===== src/rtl/sram_ctrl_pkg.sv =====
// Constants, pin bundle and request types for the static memory controller
package sram_ctrl_pkg;

  localparam int ADDR_W = 15;
  localparam int DATA_W = 8;
  localparam int CNT_W = 4;
  localparam int SYNC_STAGES = 2;

  // Clock and memory timing, in nanoseconds
  localparam int CLK_PERIOD_NS = 50;
  localparam int ACCESS_NS = 35;
  localparam int WRITE_PULSE_NS = 20;
  localparam int WRITE_LOW_TO_FLOAT_DELAY_NS = 7;
  localparam int WRITE_DATA_SETUP_TIME_NS = 12;

  // Least times round up, never below one cycle
  localparam int ACCESS_RAW = (ACCESS_NS + CLK_PERIOD_NS - 1) / CLK_PERIOD_NS;
  localparam int ACCESS_CYC = (ACCESS_RAW < 1) ? 1 : ACCESS_RAW;
  localparam int FLOAT_RAW = (WRITE_LOW_TO_FLOAT_DELAY_NS + CLK_PERIOD_NS - 1) / CLK_PERIOD_NS;
  localparam int FLOAT_CYC = (FLOAT_RAW < 1) ? 1 : FLOAT_RAW;
  localparam int PULSE_NS = (WRITE_PULSE_NS > WRITE_DATA_SETUP_TIME_NS) ? WRITE_PULSE_NS : WRITE_DATA_SETUP_TIME_NS;
  localparam int PULSE_RAW = (PULSE_NS + CLK_PERIOD_NS - 1) / CLK_PERIOD_NS;
  localparam int PULSE_CYC = (PULSE_RAW < 1) ? 1 : PULSE_RAW;
  localparam int READ_WAIT_CYC = ACCESS_CYC + SYNC_STAGES;

  localparam logic [CNT_W-1:0] CNT_ZERO = 4'h0;
  localparam logic [CNT_W-1:0] CNT_ONE = 4'h1;
  localparam logic [CNT_W-1:0] READ_LOAD = CNT_W'(READ_WAIT_CYC - 1);
  localparam logic [CNT_W-1:0] FLOAT_LOAD = CNT_W'(FLOAT_CYC - 1);
  localparam logic [CNT_W-1:0] PULSE_LOAD = CNT_W'(PULSE_CYC - 1);

  localparam logic [ADDR_W-1:0] ADDR_RESET = 15'h0000;
  localparam logic [DATA_W-1:0] DATA_RESET = 8'h00;

  typedef enum logic [2:0] {
    ST_IDLE,
    ST_RD_SETUP,
    ST_RD_WAIT,
    ST_WR_SETUP,
    ST_WR_FLOAT,
    ST_WR_PULSE,
    ST_WR_HOLD
  } ctrl_state_e;

  typedef struct packed {
    logic write;
    logic [ADDR_W-1:0] addr;
    logic [DATA_W-1:0] wdata;
  } sram_req_s;

  typedef struct packed {
    logic ce_n;
    logic we_n;
    logic oe_n;
    logic [ADDR_W-1:0] addr;
    logic [DATA_W-1:0] dq_out;
    logic dq_oe_n;
  } sram_pins_s;

  localparam sram_pins_s PINS_RESET = '{ce_n: 1'b1, we_n: 1'b1, oe_n: 1'b1, addr: ADDR_RESET,
                                        dq_out: DATA_RESET, dq_oe_n: 1'b1};

endpackage


===== src/rtl/sram_dq_sync.sv =====
// Two-flop synchroniser for the memory data pins
`timescale 1ns/1ps
module sram_dq_sync
  import sram_ctrl_pkg::*;
(
  // Clock and reset
  input wire logic clk,
  input wire logic rst,
  // Pin side and synchronised side
  input wire logic [DATA_W-1:0] i_pin,
  output logic [DATA_W-1:0] o_sync
);

  logic [DATA_W-1:0] meta_reg;
  logic [DATA_W-1:0] sync_reg;

  genvar b;
  generate
    for (b = 0; b < DATA_W; b++) begin : g_bit
      always_ff @(posedge clk) begin
        if (rst) begin
          meta_reg[b] <= 1'b0;
          sync_reg[b] <= 1'b0;
        end else begin
          meta_reg[b] <= i_pin[b];
          sync_reg[b] <= meta_reg[b];
        end
      end
    end
  endgenerate

  assign o_sync = sync_reg;

endmodule


===== src/rtl/sram_ctrl.sv =====
// Host-side controller driving an asynchronous 32K x 8 static memory
`timescale 1ns/1ps
// What this block does
// - A write happens only while select and write strobes are both low; in select-controlled writes the host lowers both together.
// - Write data is set up and held around the rising edge of the strobe that ends the write.
// - A write with output drive low and write strobe in control lasts at least float delay plus data setup.
// - The host does not drive data while the memory drives its pins during a write cycle.
// - In address-controlled reads select and output drive stay low and only the address changes.
// - The write strobe stays high through every read cycle.
// - In a select-controlled read the address is valid no later than select falling.
module sram_ctrl
  import sram_ctrl_pkg::*;
(
  // Clock and reset
  input wire logic I_CLK,
  input wire logic I_RST,
  // User request
  input wire logic I_REQ_VALID,
  input wire sram_req_s I_REQ,
  input wire logic I_ADDR_MODE,
  output logic O_REQ_READY,
  // Read answer
  output logic O_RD_VALID,
  output logic [DATA_W-1:0] O_RD_DATA,
  // Memory pins
  output sram_pins_s O_SRAM,
  input wire logic [DATA_W-1:0] I_SRAM_DQ
);

  ctrl_state_e state_reg;
  ctrl_state_e state_next;
  logic [CNT_W-1:0] cnt_reg;
  logic [CNT_W-1:0] cnt_next;
  sram_req_s req_reg;
  logic mode_reg;
  sram_pins_s pins_reg;
  sram_pins_s pins_next;
  logic ready_reg;
  logic rd_valid_reg;
  logic [DATA_W-1:0] rd_data_reg;
  logic [DATA_W-1:0] dq_sync;
  logic take;
  logic cnt_done;
  logic rd_done;

  assign take = I_REQ_VALID && ready_reg && (state_reg == ST_IDLE);
  assign cnt_done = (cnt_reg == CNT_ZERO);
  assign rd_done = (state_reg == ST_RD_WAIT) && cnt_done;

  // Pins cross in through two flops
  sram_dq_sync u_dq_sync (
    .clk(I_CLK),
    .rst(I_RST),
    .i_pin(I_SRAM_DQ),
    .o_sync(dq_sync)
  );

  // Sequencer
  always_comb begin
    state_next = state_reg;
    case (state_reg)
      ST_IDLE: begin
        if (take) begin
          state_next = I_REQ.write ? ST_WR_SETUP : ST_RD_SETUP;
        end
      end
      ST_RD_SETUP: state_next = ST_RD_WAIT;
      ST_RD_WAIT: begin
        if (cnt_done) begin
          state_next = ST_IDLE;
        end
      end
      ST_WR_SETUP: state_next = mode_reg ? ST_WR_FLOAT : ST_WR_PULSE;
      ST_WR_FLOAT: begin
        if (cnt_done) begin
          state_next = ST_WR_PULSE;
        end
      end
      ST_WR_PULSE: begin
        if (cnt_done) begin
          state_next = ST_WR_HOLD;
        end
      end
      ST_WR_HOLD: state_next = ST_IDLE;
      default: state_next = ST_IDLE;
    endcase
  end

  always_ff @(posedge I_CLK) begin
    if (I_RST) begin
      state_reg <= ST_IDLE;
    end else begin
      state_reg <= state_next;
    end
  end

  // Dwell counter, loaded on each state entry
  // Zero means the dwell is over; it never wraps
  always_comb begin
    cnt_next = cnt_done ? CNT_ZERO : cnt_reg - CNT_ONE;
    if (state_next != state_reg) begin
      case (state_next)
        ST_RD_WAIT: cnt_next = READ_LOAD;
        ST_WR_FLOAT: cnt_next = FLOAT_LOAD;
        ST_WR_PULSE: cnt_next = PULSE_LOAD;
        default: cnt_next = CNT_ZERO;
      endcase
    end
  end

  always_ff @(posedge I_CLK) begin
    if (I_RST) begin
      cnt_reg <= CNT_ZERO;
    end else begin
      cnt_reg <= cnt_next;
    end
  end

  // Request capture
  always_ff @(posedge I_CLK) begin
    if (I_RST) begin
      req_reg <= '0;
    end else if (take) begin
      req_reg <= I_REQ;
    end
  end

  // Mode follows the input while idle, frozen during an access
  always_ff @(posedge I_CLK) begin
    if (I_RST) begin
      mode_reg <= 1'b0;
    end else if (state_next == ST_IDLE) begin
      mode_reg <= I_ADDR_MODE;
    end
  end

  // Pin values for the coming state
  always_comb begin
    pins_next = pins_reg;
    pins_next.we_n = 1'b1;
    pins_next.dq_oe_n = 1'b1;
    case (state_next)
      ST_IDLE: begin
        pins_next.ce_n = ~I_ADDR_MODE;
        pins_next.oe_n = ~I_ADDR_MODE;
      end
      ST_RD_SETUP: begin
        pins_next.addr = take ? I_REQ.addr : req_reg.addr;
        pins_next.ce_n = ~mode_reg;
        pins_next.oe_n = ~mode_reg;
      end
      ST_RD_WAIT: begin
        pins_next.ce_n = 1'b0;
        pins_next.oe_n = 1'b0;
      end
      ST_WR_SETUP: begin
        pins_next.addr = take ? I_REQ.addr : req_reg.addr;
        pins_next.dq_out = take ? I_REQ.wdata : req_reg.wdata;
        pins_next.ce_n = ~mode_reg;
        pins_next.oe_n = ~mode_reg;
      end
      ST_WR_FLOAT: begin
        pins_next.ce_n = 1'b0;
        pins_next.we_n = 1'b0;
        pins_next.oe_n = 1'b0;
        pins_next.dq_oe_n = 1'b1;
      end
      ST_WR_PULSE: begin
        pins_next.ce_n = 1'b0;
        pins_next.we_n = 1'b0;
        pins_next.oe_n = ~mode_reg;
        pins_next.dq_oe_n = 1'b0;
      end
      ST_WR_HOLD: begin
        // Write strobe alone ends the write; data held past its rise
        pins_next.ce_n = 1'b0;
        pins_next.we_n = 1'b1;
        pins_next.oe_n = 1'b1;
        pins_next.dq_oe_n = 1'b0;
      end
      default: pins_next = PINS_RESET;
    endcase
  end

  always_ff @(posedge I_CLK) begin
    if (I_RST) begin
      pins_reg <= PINS_RESET;
    end else begin
      pins_reg <= pins_next;
    end
  end

  // Ready while the next state is idle
  always_ff @(posedge I_CLK) begin
    if (I_RST) begin
      ready_reg <= 1'b0;
    end else begin
      ready_reg <= (state_next == ST_IDLE);
    end
  end

  // Read answer, byte taken from the synchronised pins
  always_ff @(posedge I_CLK) begin
    if (I_RST) begin
      rd_valid_reg <= 1'b0;
      rd_data_reg <= DATA_RESET;
    end else begin
      rd_valid_reg <= rd_done;
      if (rd_done) begin
        rd_data_reg <= dq_sync;
      end
    end
  end

  assign O_REQ_READY = ready_reg;
  assign O_RD_VALID = rd_valid_reg;
  assign O_RD_DATA = rd_data_reg;
  assign O_SRAM = pins_reg;

endmodule


===== config.mk =====
export PLATFORM = sky130hd
export DESIGN_NAME = sram_ctrl
export DESIGN_NICKNAME = d
export VERILOG_FILES = /design/src/rtl/sram_ctrl_pkg.sv /design/src/rtl/sram_dq_sync.sv /design/src/rtl/sram_ctrl.sv
export SDC_FILE = /design/constraint.sdc
export NUM_CORES = 1
export LEC_CHECK = 0
export BUFFER_PORTS_ARGS = -buffer_cell sky130_fd_sc_hd__buf_2
export CAP_MARGIN = 20
export CELL_PAD_IN_SITES_DETAIL_PLACEMENT = 1
export CELL_PAD_IN_SITES_GLOBAL_PLACEMENT = 1
export CORE_MARGIN = 1
export CORE_UTILIZATION = 38
export CTS_CLUSTER_DIAMETER = 150
export DETAILED_ROUTE_END_ITERATION = 16
export PLACE_DENSITY = 0.79
export REMOVE_ABC_BUFFERS = 1
export SLEW_MARGIN = 5
export SYNTH_ARGS = -nofsm -noshare
export SYNTH_HDL_FRONTEND = slang
export SYNTH_HIERARCHICAL = 1
export SYNTH_SLANG_ARGS = --single-unit

===== constraint.sdc =====
create_clock -name I_CLK -period 2.9 [get_ports I_CLK]
set_input_delay 0.435 -clock I_CLK [delete_from_list [all_inputs] [get_ports I_CLK]]
set_output_delay 0.435 -clock I_CLK [all_outputs]
set_load 0.01 [all_outputs]

==> results.txt, run 1 <==
The run finished with clean final reports. Across the routed clock network, the largest skew measured is 0.0107 ns. The final period demand of the worst path came out at 1.82 ns. For flop-to-flop paths, the worst setup slack is 1.08 ns. The most critical setup path has its endpoint at O_SRAM[0]$_SDFF_PP1_. The part of the total power dissipated in combinational logic is 0.120. The max-cap violation count is 0. The setup violation total in the final timing report came out at 0. The most used flip-flop cell after synthesis is dfxtp_1. Summed over all failing endpoints, the final setup total negative slack is 0 ns.

Summing all non-filler instances in the final layout gives an area of 2870 um2. The ratio of final minimum period to clock period came out at 0.626. After the last flow step, the layout net total stands at 347. The share of layout cells above drive strength 1 came out at 0.361.

The flip-flop count of the largest register, all copies and words added is 27. For this run, the number of standard cells in the final layout without fillers is 388. The static leakage is 1.26 nW.

The number of detailed-routing iterations run before antenna repair came out at 4. The number of antenna diodes in the final layout is 0. The area of the die is 6180 um2. The worst stage delay on the critical path is 0.52 ns. The HPWL after detailed placement is 3.65 mm.

In this run the cell area of the synthesized design comes to 2230 um2. The number of buffers created by CTS is 9. The number of pins exceeding their max-slew limit in the final report is 0. The final layout contains routed wiring with a total length of 5.18 mm. The critical path goes through or2_1, or3_1, o21ai_0, o31ai_1. The number of placed instances, taps included, is 372. The detailed-route vias per instance is 4.90.

The maximum number of pins on one net before global-route repair is 36. The routed layout has 1,901 vias. Setup repair after global routing left no endpoint under its margin. The sequential share of power is 0.459. The total of hold buffers inserted after clock tree synthesis came out at 0. The power per standard cell area came out at 693 nW/um2.

The initial cell density of the core came out at 0.400. By count the netlist is led by dfxtp_1 (61), nand2_1 (44), a21oi_1 (26). In the post-synthesis netlist, the cell with the most instances is dfxtp_1. The floorplan die width came out at 78.6 um. The placed instances occupy a cell area of 2640 um2. The maximum buffer depth of the clock tree came out at 2.

By area the synthesized netlist is led by dfxtp_1 (55%), nand2_1 (7.4%), a21oi_1 (5.8%), mux2i_1 (4.0%), nor2b_2 (2.7%). The slowest stage of the critical path is the dfxtp_1 cell. The number of buffers and inverters on the critical path is 0.

In this run the worst hold path is classified as input port to flip-flop. Counting flops with a built-in enable in the synthesized netlist gives 0. The measured slew at the worst slew-check pin is 0.657 ns. The routed wire length per instance is 13.3 um. The clock net in this run drives a total of 61 sinks. The number of port buffers came out at 72. The core area came out at 5570 um2. The remaining antenna violation count after routing is 0.

For this run, design rule violations remaining after detail routing come to 0. The total setup buffers inserted after CTS came out at 0. The number of synthesized register bits came out at 61. The cell depth of the worst flop-to-flop path is 4. The via count of the first global-routing pass came out at 1,956. The initial antenna violation count came out at 0. Data arrives at the worst endpoint at 2.06 ns. By startpoint and endpoint, the worst setup path is classified as flip-flop to flip-flop. The later-pin clock latency in the skew report is 0.33 ns. The worst hold slack is 0.306 ns. The kind of cell adding the most delay to the critical path is simple AND/OR/NAND/NOR gates. The cell internal power dissipation came out at 1.51 mW. The count of synthesis-stage warnings from yosys is 6. Counting flops with an async set or reset pin after synthesis yields a share of 0. The kind of end point of the critical path is a flip-flop.

The highest fanout seen on the critical path came out at 16. The first global-routing pass estimated 8.65 mm of wire. STA puts the critical path data required time at 3.15 ns.

The H-tree was split into 3 levels. The startpoint of the most critical register-to-register path is state_reg[2]$_SDFF_PP0_. The clock network fraction of total power came out at 0.422.

The worst max-slew margin expressed relative to the limit came out at 0.562. The number of instances resized during post-cts repair came out at 0. The count of standard-cell rows came out at 27. Of the total power, the share spent switching nets is 0.238. In the global route stage, overall resource usage came out at 0.184.

The first routing iteration left 57 violations. The synthesized area per cell came out at 9.25 um2. The switching power of the nets came out at 0.472 mW. Of the synthesized area, sequential elements account for 0.548. Counting buffers and inverters, the worst setup path is 4 cells deep. The top cell type by total area after synthesis is dfxtp_1. The floorplan die height is 78.6 um. The placer congestion estimate came out at 0.768.

The worst setup path is launched from a flip-flop. In this run the critical register-to-register path is captured at O_SRAM[0]$_SDFF_PP1_. The gate count of the mapped netlist is 241. CTS placed an instance of clkbuf_8 at the clock tree root. The register area came out at 1220 um2.

Tracing the worst setup path back leads to its startpoint at state_reg[2]$_SDFF_PP0_. TritonCTS built the clock tree. IR analysis of the VDD net gives a maximum drop of 315 uV. The filler cell count is 686.

The count of final hold-check violations is 0. The startpoint identified for the worst hold timing path is I_SRAM_DQ[1]. The clock transition time at the flip-flop clock pins of the worst setup and hold paths is 0.07 ns. The area of combinational cells with multiple inputs came out at 906 um2. The fmax came out at 551 MHz. Counting distinct cell types in the post-synthesis netlist gives 40. Compared with the post-synthesis result, the final layout area differs by 28.6%. The total overflow reported by the global router is 0. The share of synthesized area in the top cell type comes to 0.548. The number of primary I/O pins came out at 73.
stage by stage:
stage               utilization  total power [mW]  setup slack, ns
floorplan                     -              1.05            0.499
global placement          0.474              1.16             1.15
detailed placement        0.474              1.17             1.07
CTS                       0.514              2.01             1.05
global route              0.514              2.08            0.839
finish                    0.514              1.99             1.08
cell type report:
class / count / area share
clock buffer: 12 / 0.0541
clock inverter: 4 / 0.0244
inverter: 5 / 0.00655
multi-input combinational: 156 / 0.316
sequential: 61 / 0.426
tap: 72 / 0.0314
timing repair buffer: 78 / 0.141
cell families after synthesis:
logic type | share of synthesized area
mux | 0.0404
compound gates | 0.130
simple gates | 0.233
buf+inv | 0.0488
flops | 0.548
power by group through the flow:
stage / clock [mW] / combinational, mW / sequential (mW)
2_1_floorplan: 0 / 0.118 / 0.934
3_3_place_gp: 0 / 0.233 / 0.927
3_5_place_dp: 0 / 0.240 / 0.928
4_1_cts: 0.859 / 0.242 / 0.910
5_1_grt: 0.897 / 0.263 / 0.916
6_report: 0.837 / 0.238 / 0.910
routing by layer:
layer,wire length (um),global-route usage
met1,2260,0.206
met2,2480,0.307
met4,93,0.100
met3,345,0.0628
met5,0,0
cell usage in the layout, fill, tap and decap left out, types with 2 or more instances in the layout:
cell | Yosys | layout
mux2i_1 | 9 | 9
inv_1 | 5 | 5
nor2b_2 | 7 | 7
nand3_1 | 10 | 10
and2b_2 | 6 | 6
nor2b_1 | 5 | 5
o21a_1 | 2 | 2
nor4_2 | 1 | 2
o21ai_0 | 5 | 5
buf_2 | 6 | 72
buf_4 | 1 | 6
nor2_1 | 16 | 16
dfxtp_1 | 61 | 61
a211oi_1 | 2 | 2
a21oi_1 | 26 | 26
bufinv_16 | 0 | 2
clkbuf_8 | 0 | 11
nand2_1 | 44 | 44
clkinv_2 | 0 | 2
or3_1 | 2 | 2
how the worst min path moves through the flow:
stage | to | depth (start not counted) | slack [ns]
floorplan | u_dq_sync/o_sync[1]$_SDFF_PP0_ | 1 | 0.41
global placement | u_dq_sync/o_sync[3]$_SDFF_PP0_ | 1 | 0.42
detailed placement | u_dq_sync/o_sync[4]$_SDFF_PP0_ | 1 | 0.43
CTS | u_dq_sync/meta_reg[1]$_SDFF_PP0_ | 2 | 0.29
global route | u_dq_sync/meta_reg[1]$_SDFF_PP0_ | 2 | 0.30
finish | u_dq_sync/meta_reg[1]$_SDFF_PP0_ | 2 | 0.31
Power figures use the tool's default switching activity.
==> run 2: changes to the inputs <==
--- a/config.mk
+++ b/config.mk
@@ -5,15 +5,16 @@
 export SDC_FILE = /design/constraint.sdc
 export NUM_CORES = 1
 export LEC_CHECK = 0
+export ABC_AREA = 1
 export BUFFER_PORTS_ARGS = -buffer_cell sky130_fd_sc_hd__buf_2
 export CAP_MARGIN = 20
 export CELL_PAD_IN_SITES_DETAIL_PLACEMENT = 1
 export CELL_PAD_IN_SITES_GLOBAL_PLACEMENT = 1
 export CORE_MARGIN = 1
-export CORE_UTILIZATION = 38
+export CORE_UTILIZATION = 36
 export CTS_CLUSTER_DIAMETER = 150
 export DETAILED_ROUTE_END_ITERATION = 16
-export PLACE_DENSITY = 0.79
+export PLACE_DENSITY = 0.75
 export REMOVE_ABC_BUFFERS = 1
 export SLEW_MARGIN = 5
 export SYNTH_ARGS = -nofsm -noshare
==> constraint.sdc (replaced) <==
create_clock -name I_CLK -period 1.8 [get_ports I_CLK]
set_input_delay 0.27 -clock I_CLK [delete_from_list [all_inputs] [get_ports I_CLK]]
set_output_delay 0.27 -clock I_CLK [all_outputs]
set_load 0.01 [all_outputs]
==> run 2 against run 1 <==
Register-to-register slack worse by 0.83 ns. First-iteration DRC count grew 7.0%. Non-clock buffer count decreased by 2. Routed wire length grew 15%. Maximum frequency is 18% higher. Clock skew decreased by 0.0051 ns. Highest routed layer unchanged.
==> results.txt, run 2 <==
The number of pins exceeding their max-slew limit in the final report is 0 (unchanged). The worst hold path terminates at u_dq_sync/meta_reg[3]$_SDFF_PP0_. The worst max-slew margin expressed relative to the limit is 0.720 (+0.158).

The most used flip-flop cell after synthesis is dfxtp_1. The placed wire-length estimate is 4.20 mm (+15%). The first-pass GRT wire length came out at 9.83 mm (+14%). The highest fanout seen on the critical path is 5 (-11). The routed wire length per instance is 11.9 um (-11%).

The proportion of synthesized chip area in sequential cells came out at 0.534 (-0.0139). The clock network fraction of total power is 0.358 (-0.064). The worst stage delay on the critical path is 0.32 ns (-0.20 ns).

The area fraction of the dominant cell type after synthesis is 0.534 (-0.0139). The number of buffers created by CTS is 9 (unchanged). The number of port buffers came out at 72 (unchanged). The number of H-tree branching levels is 3 (unchanged). The final instance area came out at 3220 um2 (+12%). The first-iteration detailed-routing DRC count came to 61 (+7.0%). Traced cell by cell, the critical path runs through nor2_1, nand2_4, nand2_1, nand2_1, nand3_2, nand2_1, nand2_1, nand4_2, nor2_1.

The count of final hold-check violations came out at 0 (unchanged). The remaining antenna violation count after routing was 0 (unchanged). The worst setup path is launched from a flip-flop.

The number of antenna diodes is 0 (unchanged). The cell that appears most often on the critical path is nand2_1. The switching power of the nets came out at 1.04 mW (+120%). The endpoint identified for the worst register-to-register timing path is cnt_reg[3]$_SDFF_PP0_. The share of layout cells above drive strength 1 is 0.307 (-0.0538). The fmax came to 648 MHz (+18%).

The filler cell count is 875 (+28%). The initial antenna violation count was 0 (unchanged). TritonCTS built the clock tree. The cell internal power dissipation is 2.50 mW (+65%).

In this design, the largest share of critical-path delay is due to simple AND/OR/NAND/NOR gates. The count of synthesis-stage warnings from yosys is 6 (unchanged). The total setup buffers inserted after CTS is 0 (unchanged). The leading cell type in the layout, fill and taps excluded is buf_2.

In the post-synthesis netlist, the cell with the most instances is dfxtp_1. Sorting the synthesized cells by area gives the leading types as dfxtp_1 (53%), nand2_1 (9.7%), nor2_1 (8.4%), inv_1 (6.4%), a21oi_1 (4.8%). The power per standard cell area is 1100 nW/um2 (+59%).

The number of buffers and inverters on the critical path came out at 0 (unchanged). The cell area after placement came out at 3010 um2 (+14%). The worst hold path begins at I_SRAM_DQ[3]. The number of synthesized register bits is 69 (+13%). The total track usage is 0.173 (-0.0118).

The slowest stage cell on the critical path is dfxtp_1. The critical path is of the flip-flop to flip-flop type. The worst clock skew came to 0.00559 ns (-0.00507 ns). The setup violation total in the final timing report is 0 (unchanged). The total overflow reported by the global router is 0 (unchanged).

The clock root buffer master is clkbuf_8. The number of enable-type register cells in the synthesized netlist came out at 0 (unchanged). The biggest area contributor in the post-synthesis netlist is dfxtp_1. The maximum buffer depth of the clock tree is 2 (unchanged). The number of primary I/O pins is 73 (unchanged). The core area came out at 6870 um2 (+23%). The setup slack after placement came out at 0.0749 ns (-0.996 ns). The synthesized area per cell came out at 7.94 um2 (-14%). The data arrival time of the critical path came to 1.82 ns (-0.24 ns). The sequential share of power came out at 0.479 (+0.020). The peak supply drop was 422 uV (+34%). The count of standard-cell rows came out at 30 (+11%). The number of detailed-routing iterations run before antenna repair is 4 (unchanged). The gate count of the mapped netlist is 326 (+35%).

The post-synthesis async set-or-reset flop share is 0 (unchanged). The final wirelength is 5.94 mm (+15%). The part of the total power dissipated in combinational logic came to 0.163 (+0.043). The floorplan die width came out at 86.8 um (+10%). In the layout the commonest cells are buf_2 (72), dfxtp_1 (69), nand2_1 (67). The maximum number of pins on one net before global-route repair is 23 (-36%).

The initial cell density of the core came out at 0.377 (-0.0233). The post-route setup TNS is 0 ns (unchanged). The distinct cell type count of the synthesized netlist was 25 (-38%). The cell depth of the worst flop-to-flop path was 9 (+5). The area of the die is 7530 um2 (+22%).

The clock net sink count came out at 69 (+13%). The later-pin clock latency in the skew report came out at 0.34 ns (about the same). The detailed-route vias per instance is 4.35 (-11%). The measured slew at the worst slew-check pin is 0.420 ns (-0.237 ns). The final period demand of the worst path is 1.54 ns (-0.271 ns). The flip-flop count of the largest register, all copies and words added came out at 27 (unchanged).

The net switching share of the total power is 0.294 (+0.0569). The ratio of final minimum period to clock period came out at 0.858 (+0.232). The number of nets in the layout came out at 435 (+25%). The placer congestion estimate came to 0.730 (-5.0%). The post-synthesis cell area came to 2590 um2 (+16%). The worst register-to-register path begins at cnt_reg[3]$_SDFF_PP0_. The via count of the routed design is 2,174 (+14%). The worst setup margin came to 0.256 ns (-0.829 ns). The static leakage is 1.55 nW (+23%). The worst setup slack for register-to-register paths came out at 0.26 ns (-0.83 ns). The critical path required time is 2.07 ns (-1.08 ns). The area growth from synthesis to layout is 24.5%.

In this run the worst hold path is classified as input port to flip-flop. The run finished with clean final reports. Setup repair after global routing left no endpoint under its margin. The max-cap violation count came out at 0 (unchanged). The clock transition time at the flip-flop clock pins of the worst setup and hold paths came out at 0.08 ns (about the same).

The via count of the first global-routing pass is 2,202 (+13%). STA classifies the critical path endpoint as a flip-flop. The cell depth of the worst hold path came out at 3 (+1). Counting instances in the post-synthesis netlist gives the leading cell types as dfxtp_1 (69), nand2_1 (67), nor2_1 (58). The floorplan die height is 86.8 um (+10%). The DRC violation count after routing is 0 (unchanged).
==> run 2: layer usage <==
metal  GRT usage  vias to the layer above  part of all wire
met2       0.299                       52              0.48
met3      0.0371                       10             0.039
met4      0.0864                        0             0.016
met5           0                        -                 0
met1       0.201                      983              0.46
li1            -                     1129                 -
==> run 2: worst register-to-register path, cell delays in order (launching register included) <==
cell and delay [ns]:
dfxtp_1 0.32, nor2_1 0.24, nand2_4 0.13, nand2_1 0.12, nand2_1 0.09, nand3_2 0.11
nand2_1 0.08, nand2_1 0.14, nand4_2 0.12, nor2_1 0.13
==> run 2: power by group through the flow <==
stage / clock (mW) / sequential (mW) / combinational (mW)
floorplan: 0 / 1.75 / 0.333
global placement: 0 / 1.73 / 0.554
detailed placement: 0 / 1.73 / 0.576
CTS: 1.30 / 1.70 / 0.583
global route: 1.37 / 1.71 / 0.653
finish: 1.27 / 1.70 / 0.576
==> run 2: cells by family (layout without fill, tap and decap cells) <==
logic type,after synthesis,in the layout,synth area share
AND/OR/NAND/NOR,147,147,0.252
flip-flops,69,69,0.534
buffers and inverters,64,142,0.110
AO/OA/AOI/OAI,45,45,0.100
XOR/XNOR,1,1,0.00339
==> run 2: final cells by class <==
class                   count  area [um2]  share of cell area
clock buffers               9         124              0.0384
clock inverters             7        73.8              0.0229
multi-input cells         193         928               0.288
inverters                  50         191              0.0594
well taps                  96         120              0.0373
repair buffers             76         403               0.125
flip-flops and latches     69        1380               0.429
==> run 2: worst max-delay path by stage <==
stage                       startpoint                      end  slack [ns]  cells past startpoint
6_report         cnt_reg[3]$_SDFF_PP0_    cnt_reg[3]$_SDFF_PP0_        0.26                      9
4_1_cts        state_reg[1]$_SDFF_PP0_  O_SRAM[21]$_SDFFE_PP0N_        0.04                      5
5_1_grt          cnt_reg[3]$_SDFF_PP0_    cnt_reg[3]$_SDFF_PP0_        0.05                      9
2_1_floorplan   O_REQ_READY$_SDFF_PP0_  O_SRAM[10]$_SDFFE_PP0N_         0.1                      6
3_5_place_dp   state_reg[1]$_SDFF_PP0_  O_SRAM[21]$_SDFFE_PP0N_        0.07                      5
3_3_place_gp   state_reg[1]$_SDFF_PP0_  O_SRAM[14]$_SDFFE_PP0N_        0.18                      5
==> run 2: through the flow <==
step                      hold slack, ns  power [mW]  std cells   util
after floorplan                    0.337        2.09        312      -
after global routing               0.130        3.73        500  0.469
after detailed placement           0.397        2.31        484  0.439
after CTS                          0.115        3.58        500  0.467
after global placement             0.390        2.28        484  0.439
final                              0.127        3.54        500  0.469
==> run 2: timing repair <==
item / 4_1_cts / 5_1_grt
hold buffers: 0 / 0
endpoints found under the hold margin: 0 / 0
endpoints found under the setup margin: 0 / 15
gates resized for setup: 0 / 2
==> run 3: changes to the inputs <==
--- a/config.mk
+++ b/config.mk
@@ -5,17 +5,19 @@
 export SDC_FILE = /design/constraint.sdc
 export NUM_CORES = 1
 export LEC_CHECK = 0
-export ABC_AREA = 1
+export ABC_AREA = 0
 export BUFFER_PORTS_ARGS = -buffer_cell sky130_fd_sc_hd__buf_2
 export CAP_MARGIN = 20
 export CELL_PAD_IN_SITES_DETAIL_PLACEMENT = 1
 export CELL_PAD_IN_SITES_GLOBAL_PLACEMENT = 1
 export CORE_MARGIN = 1
-export CORE_UTILIZATION = 36
+export CORE_UTILIZATION = 35
 export CTS_CLUSTER_DIAMETER = 150
+export CTS_CLUSTER_SIZE = 14
 export DETAILED_ROUTE_END_ITERATION = 16
-export PLACE_DENSITY = 0.75
+export PLACE_DENSITY = 0.73
 export REMOVE_ABC_BUFFERS = 1
+export SETUP_SLACK_MARGIN = 0.4
 export SLEW_MARGIN = 5
 export SYNTH_ARGS = -nofsm -noshare
 export SYNTH_HDL_FRONTEND = slang
==> run 3 against run 2 <==
Core utilization is 3.2 points higher. Power fell by 11%. Register-to-register slack got worse by 0.04 ns. Non-clock buffer count grew 9. Sequential power fell by 14%. Global-route usage up 1.2 points. Largest power group unchanged.
==> results.txt, run 3 (synthesis results as in run 1) <==
The slowest stage cell on the critical path is or4_4. The placed wire-length estimate came to 3.69 mm (-12%). The maximum buffer depth of the clock tree is 2 (unchanged). The worst max-slew margin expressed relative to the limit came out at 0.731 (+0.0104). The total overflow reported by the global router came out at 0 (unchanged).

The final period demand of the worst path came out at 1.59 ns (+0.0411 ns). The number of port buffers came out at 72 (unchanged). Setup repair after global routing could not meet its margin everywhere. The final instance area is 3020 um2 (-6.3%). The peak supply drop was 486 uV (+15%). The data arrival time of the critical path is 1.80 ns (-0.02 ns).

The leading cell type in the layout, fill and taps excluded is buf_2. The critical path required time came to 2.02 ns (-0.05 ns). The ratio of final minimum period to clock period came out at 0.881 (+0.0229). The number of H-tree branching levels is 3 (unchanged).

The area of the die is 6690 um2 (-11%). The worst setup margin is 0.215 ns (-0.0411 ns). The share of layout cells above drive strength 1 came out at 0.433 (+0.127).

The number of pins exceeding their max-slew limit in the final report was 0 (unchanged). The worst setup path is launched from a flip-flop. The static leakage came out at 1.30 nW (-16%). By startpoint and endpoint, the worst setup path is classified as flip-flop to flip-flop. The power per standard cell area is 1050 nW/um2 (-4.8%). The detailed-route vias per instance came to 4.77 (+9.6%).

The maximum number of pins on one net before global-route repair is 20 (-13%). The number of buffers created by CTS is 9 (unchanged). The initial cell density of the core came out at 0.370 (-0.00667).

The filler cell count came out at 740 (-15%). The fmax is 631 MHz (-2.6%). Clock tree synthesis selected as its root buffer the cell clkbuf_8. The register area came out at 1230 um2 (-11%).

The floorplan die width is 81.8 um (-5.7%). The cell area after placement is 2680 um2 (-11%). The worst clock skew is 0.0105 ns (+0.00489 ns). The first-pass GRT wire length came out at 9.16 mm (-6.8%). The highest fanout seen on the critical path came out at 5 (unchanged). The max-cap violation count came to 0 (unchanged). The final wirelength is 5.65 mm (-4.8%). The area of combinational cells with multiple inputs was 1010 um2 (+8.6%).

The number of antenna diodes came to 0 (unchanged). The later-pin clock latency in the skew report came to 0.34 ns (about the same). The number of standard cells in the final layout excluding fillers came out at 398 (-20%). The placer congestion estimate is 0.834 (+14%).

The number of nets in the layout came out at 354 (-19%). The worst hold path begins at I_SRAM_DQ[2]. The via count of the routed design came out at 1,897 (-13%). The worst stage delay on the critical path is 0.60 ns (+0.28 ns).

The measured slew at the worst slew-check pin came out at 0.400 ns (-0.0200 ns). In the layout the commonest cells are buf_2 (72), dfxtp_1 (56), nand2_1 (42). The area growth from synthesis to layout is 35.5%.

The remaining antenna violation count after routing came out at 0 (unchanged). The clock tree from TritonCTS is done. The launching element of the worst setup path is cnt_reg[2]$_SDFF_PP0_. The initial antenna violation count is 0 (unchanged). The clock transition time at the flip-flop clock pins of the worst setup and hold paths is 0.08 ns (about the same).

The worst hold slack came out at 0.132 ns (+0.00547 ns). The worst hold path belongs to the class input port to flip-flop. The setup violation total in the final timing report is 0 (unchanged).

The setup slack after placement came out at 0.121 ns (+0.0460 ns). The number of detailed-routing iterations run before antenna repair is 4 (unchanged). The floorplan die height is 81.8 um (-5.7%).

The flip-flop count of the largest register, all copies and words added is 27 (unchanged). The routed wire length per instance came out at 14.2 um (+20%). The startpoint of the most critical register-to-register path is cnt_reg[2]$_SDFF_PP0_. The placed instance count came out at 379 (-22%). STA classifies the critical path endpoint as a flip-flop.

The count of final hold-check violations is 0 (unchanged). The run finished with clean final reports. The total track usage is 0.184 (+0.0116). The DRC violation count after routing is 0 (unchanged). The count of standard-cell rows came out at 28 (-6.7%). Walking the worst path, the cells encountered are or4_4, a211oi_2, a211o_1, o311ai_2. The core area is 6030 um2 (-12%). The worst setup slack for register-to-register paths came out at 0.21 ns (-0.04 ns). The clock net sink count is 61 (-12%). The first-iteration detailed-routing DRC count is 60 (-1.6%).

The number of primary I/O pins came to 73 (unchanged). The via count of the first global-routing pass is 1,908 (-13%). The final total power is 3.16 mW (-11%).
run 3: cell count changes in the layout (fill, tap and decap cells not counted), sizes merged, moves of 6 or more:
cell	delta
o21ai	-6
a21oi	-8
and2b	+6
inv	-44
dfxtp	-8
nor2	-49
buf	+9
mux2i	+9
nand2	-26
nor2b	+12
run 3: cell type report:
type	count	share of cell area
inverter	5	0.00621
multi-input combinational	156	0.334
timing repair buffer	85	0.155
clock buffer	9	0.0410
sequential	61	0.408
clock inverter	7	0.0244
tap	75	0.0311
run 3: worst paths after layout:
check / endpoint / depth (start not counted)
worst max-delay path: O_SRAM[24]$_SDFF_PP1_ / 4
worst min-delay path: u_dq_sync/meta_reg[2]$_SDFF_PP0_ / 2
worst max register to register: O_SRAM[24]$_SDFF_PP1_ / 4
worst min register to register: u_dq_sync/o_sync[4]$_SDFF_PP0_ / 1
run 3: power by group:
group	leakage (nW)	internal (mW)	total, mW	switching, mW
Combinational	0.701	0.215	0.470	0.255
Sequential	0.501	1.42	1.47	0.0500
Clock	0.0996	0.643	1.22	0.579
run 3: repair_timing:
action,in CTS,in global routing
setup buffers,2,0
endpoints found under the hold margin,0,0
gates cloned,1,0
hold buffers,0,0
setup endpoints to repair,41,40
pin swaps,6,2
gates resized for setup,20,10
run 3: stage by stage:
stage	util	TNS, ns
floorplan	-	-6.82
finish	0.501	0
detailed placement	0.444	0
global route	0.501	0
CTS	0.493	0
global placement	0.444	0
run 3: per-layer routing:
metal  global-route usage  share of wire  vias to the layer above
li1                     -              -                      962
met1                0.216           0.43                      866
met2                0.302           0.47                       60
met3               0.0656          0.076                        9
met4               0.0789          0.018                        0
met5                    0              0                        -
run 3: worst max-delay path: cells and delay by family (launching register included):
family             cells  cell delay [ns]
and+or+nand+nor        1             0.60
DFF                    1             0.36
AOI/OAI and AO/OA      3             0.50
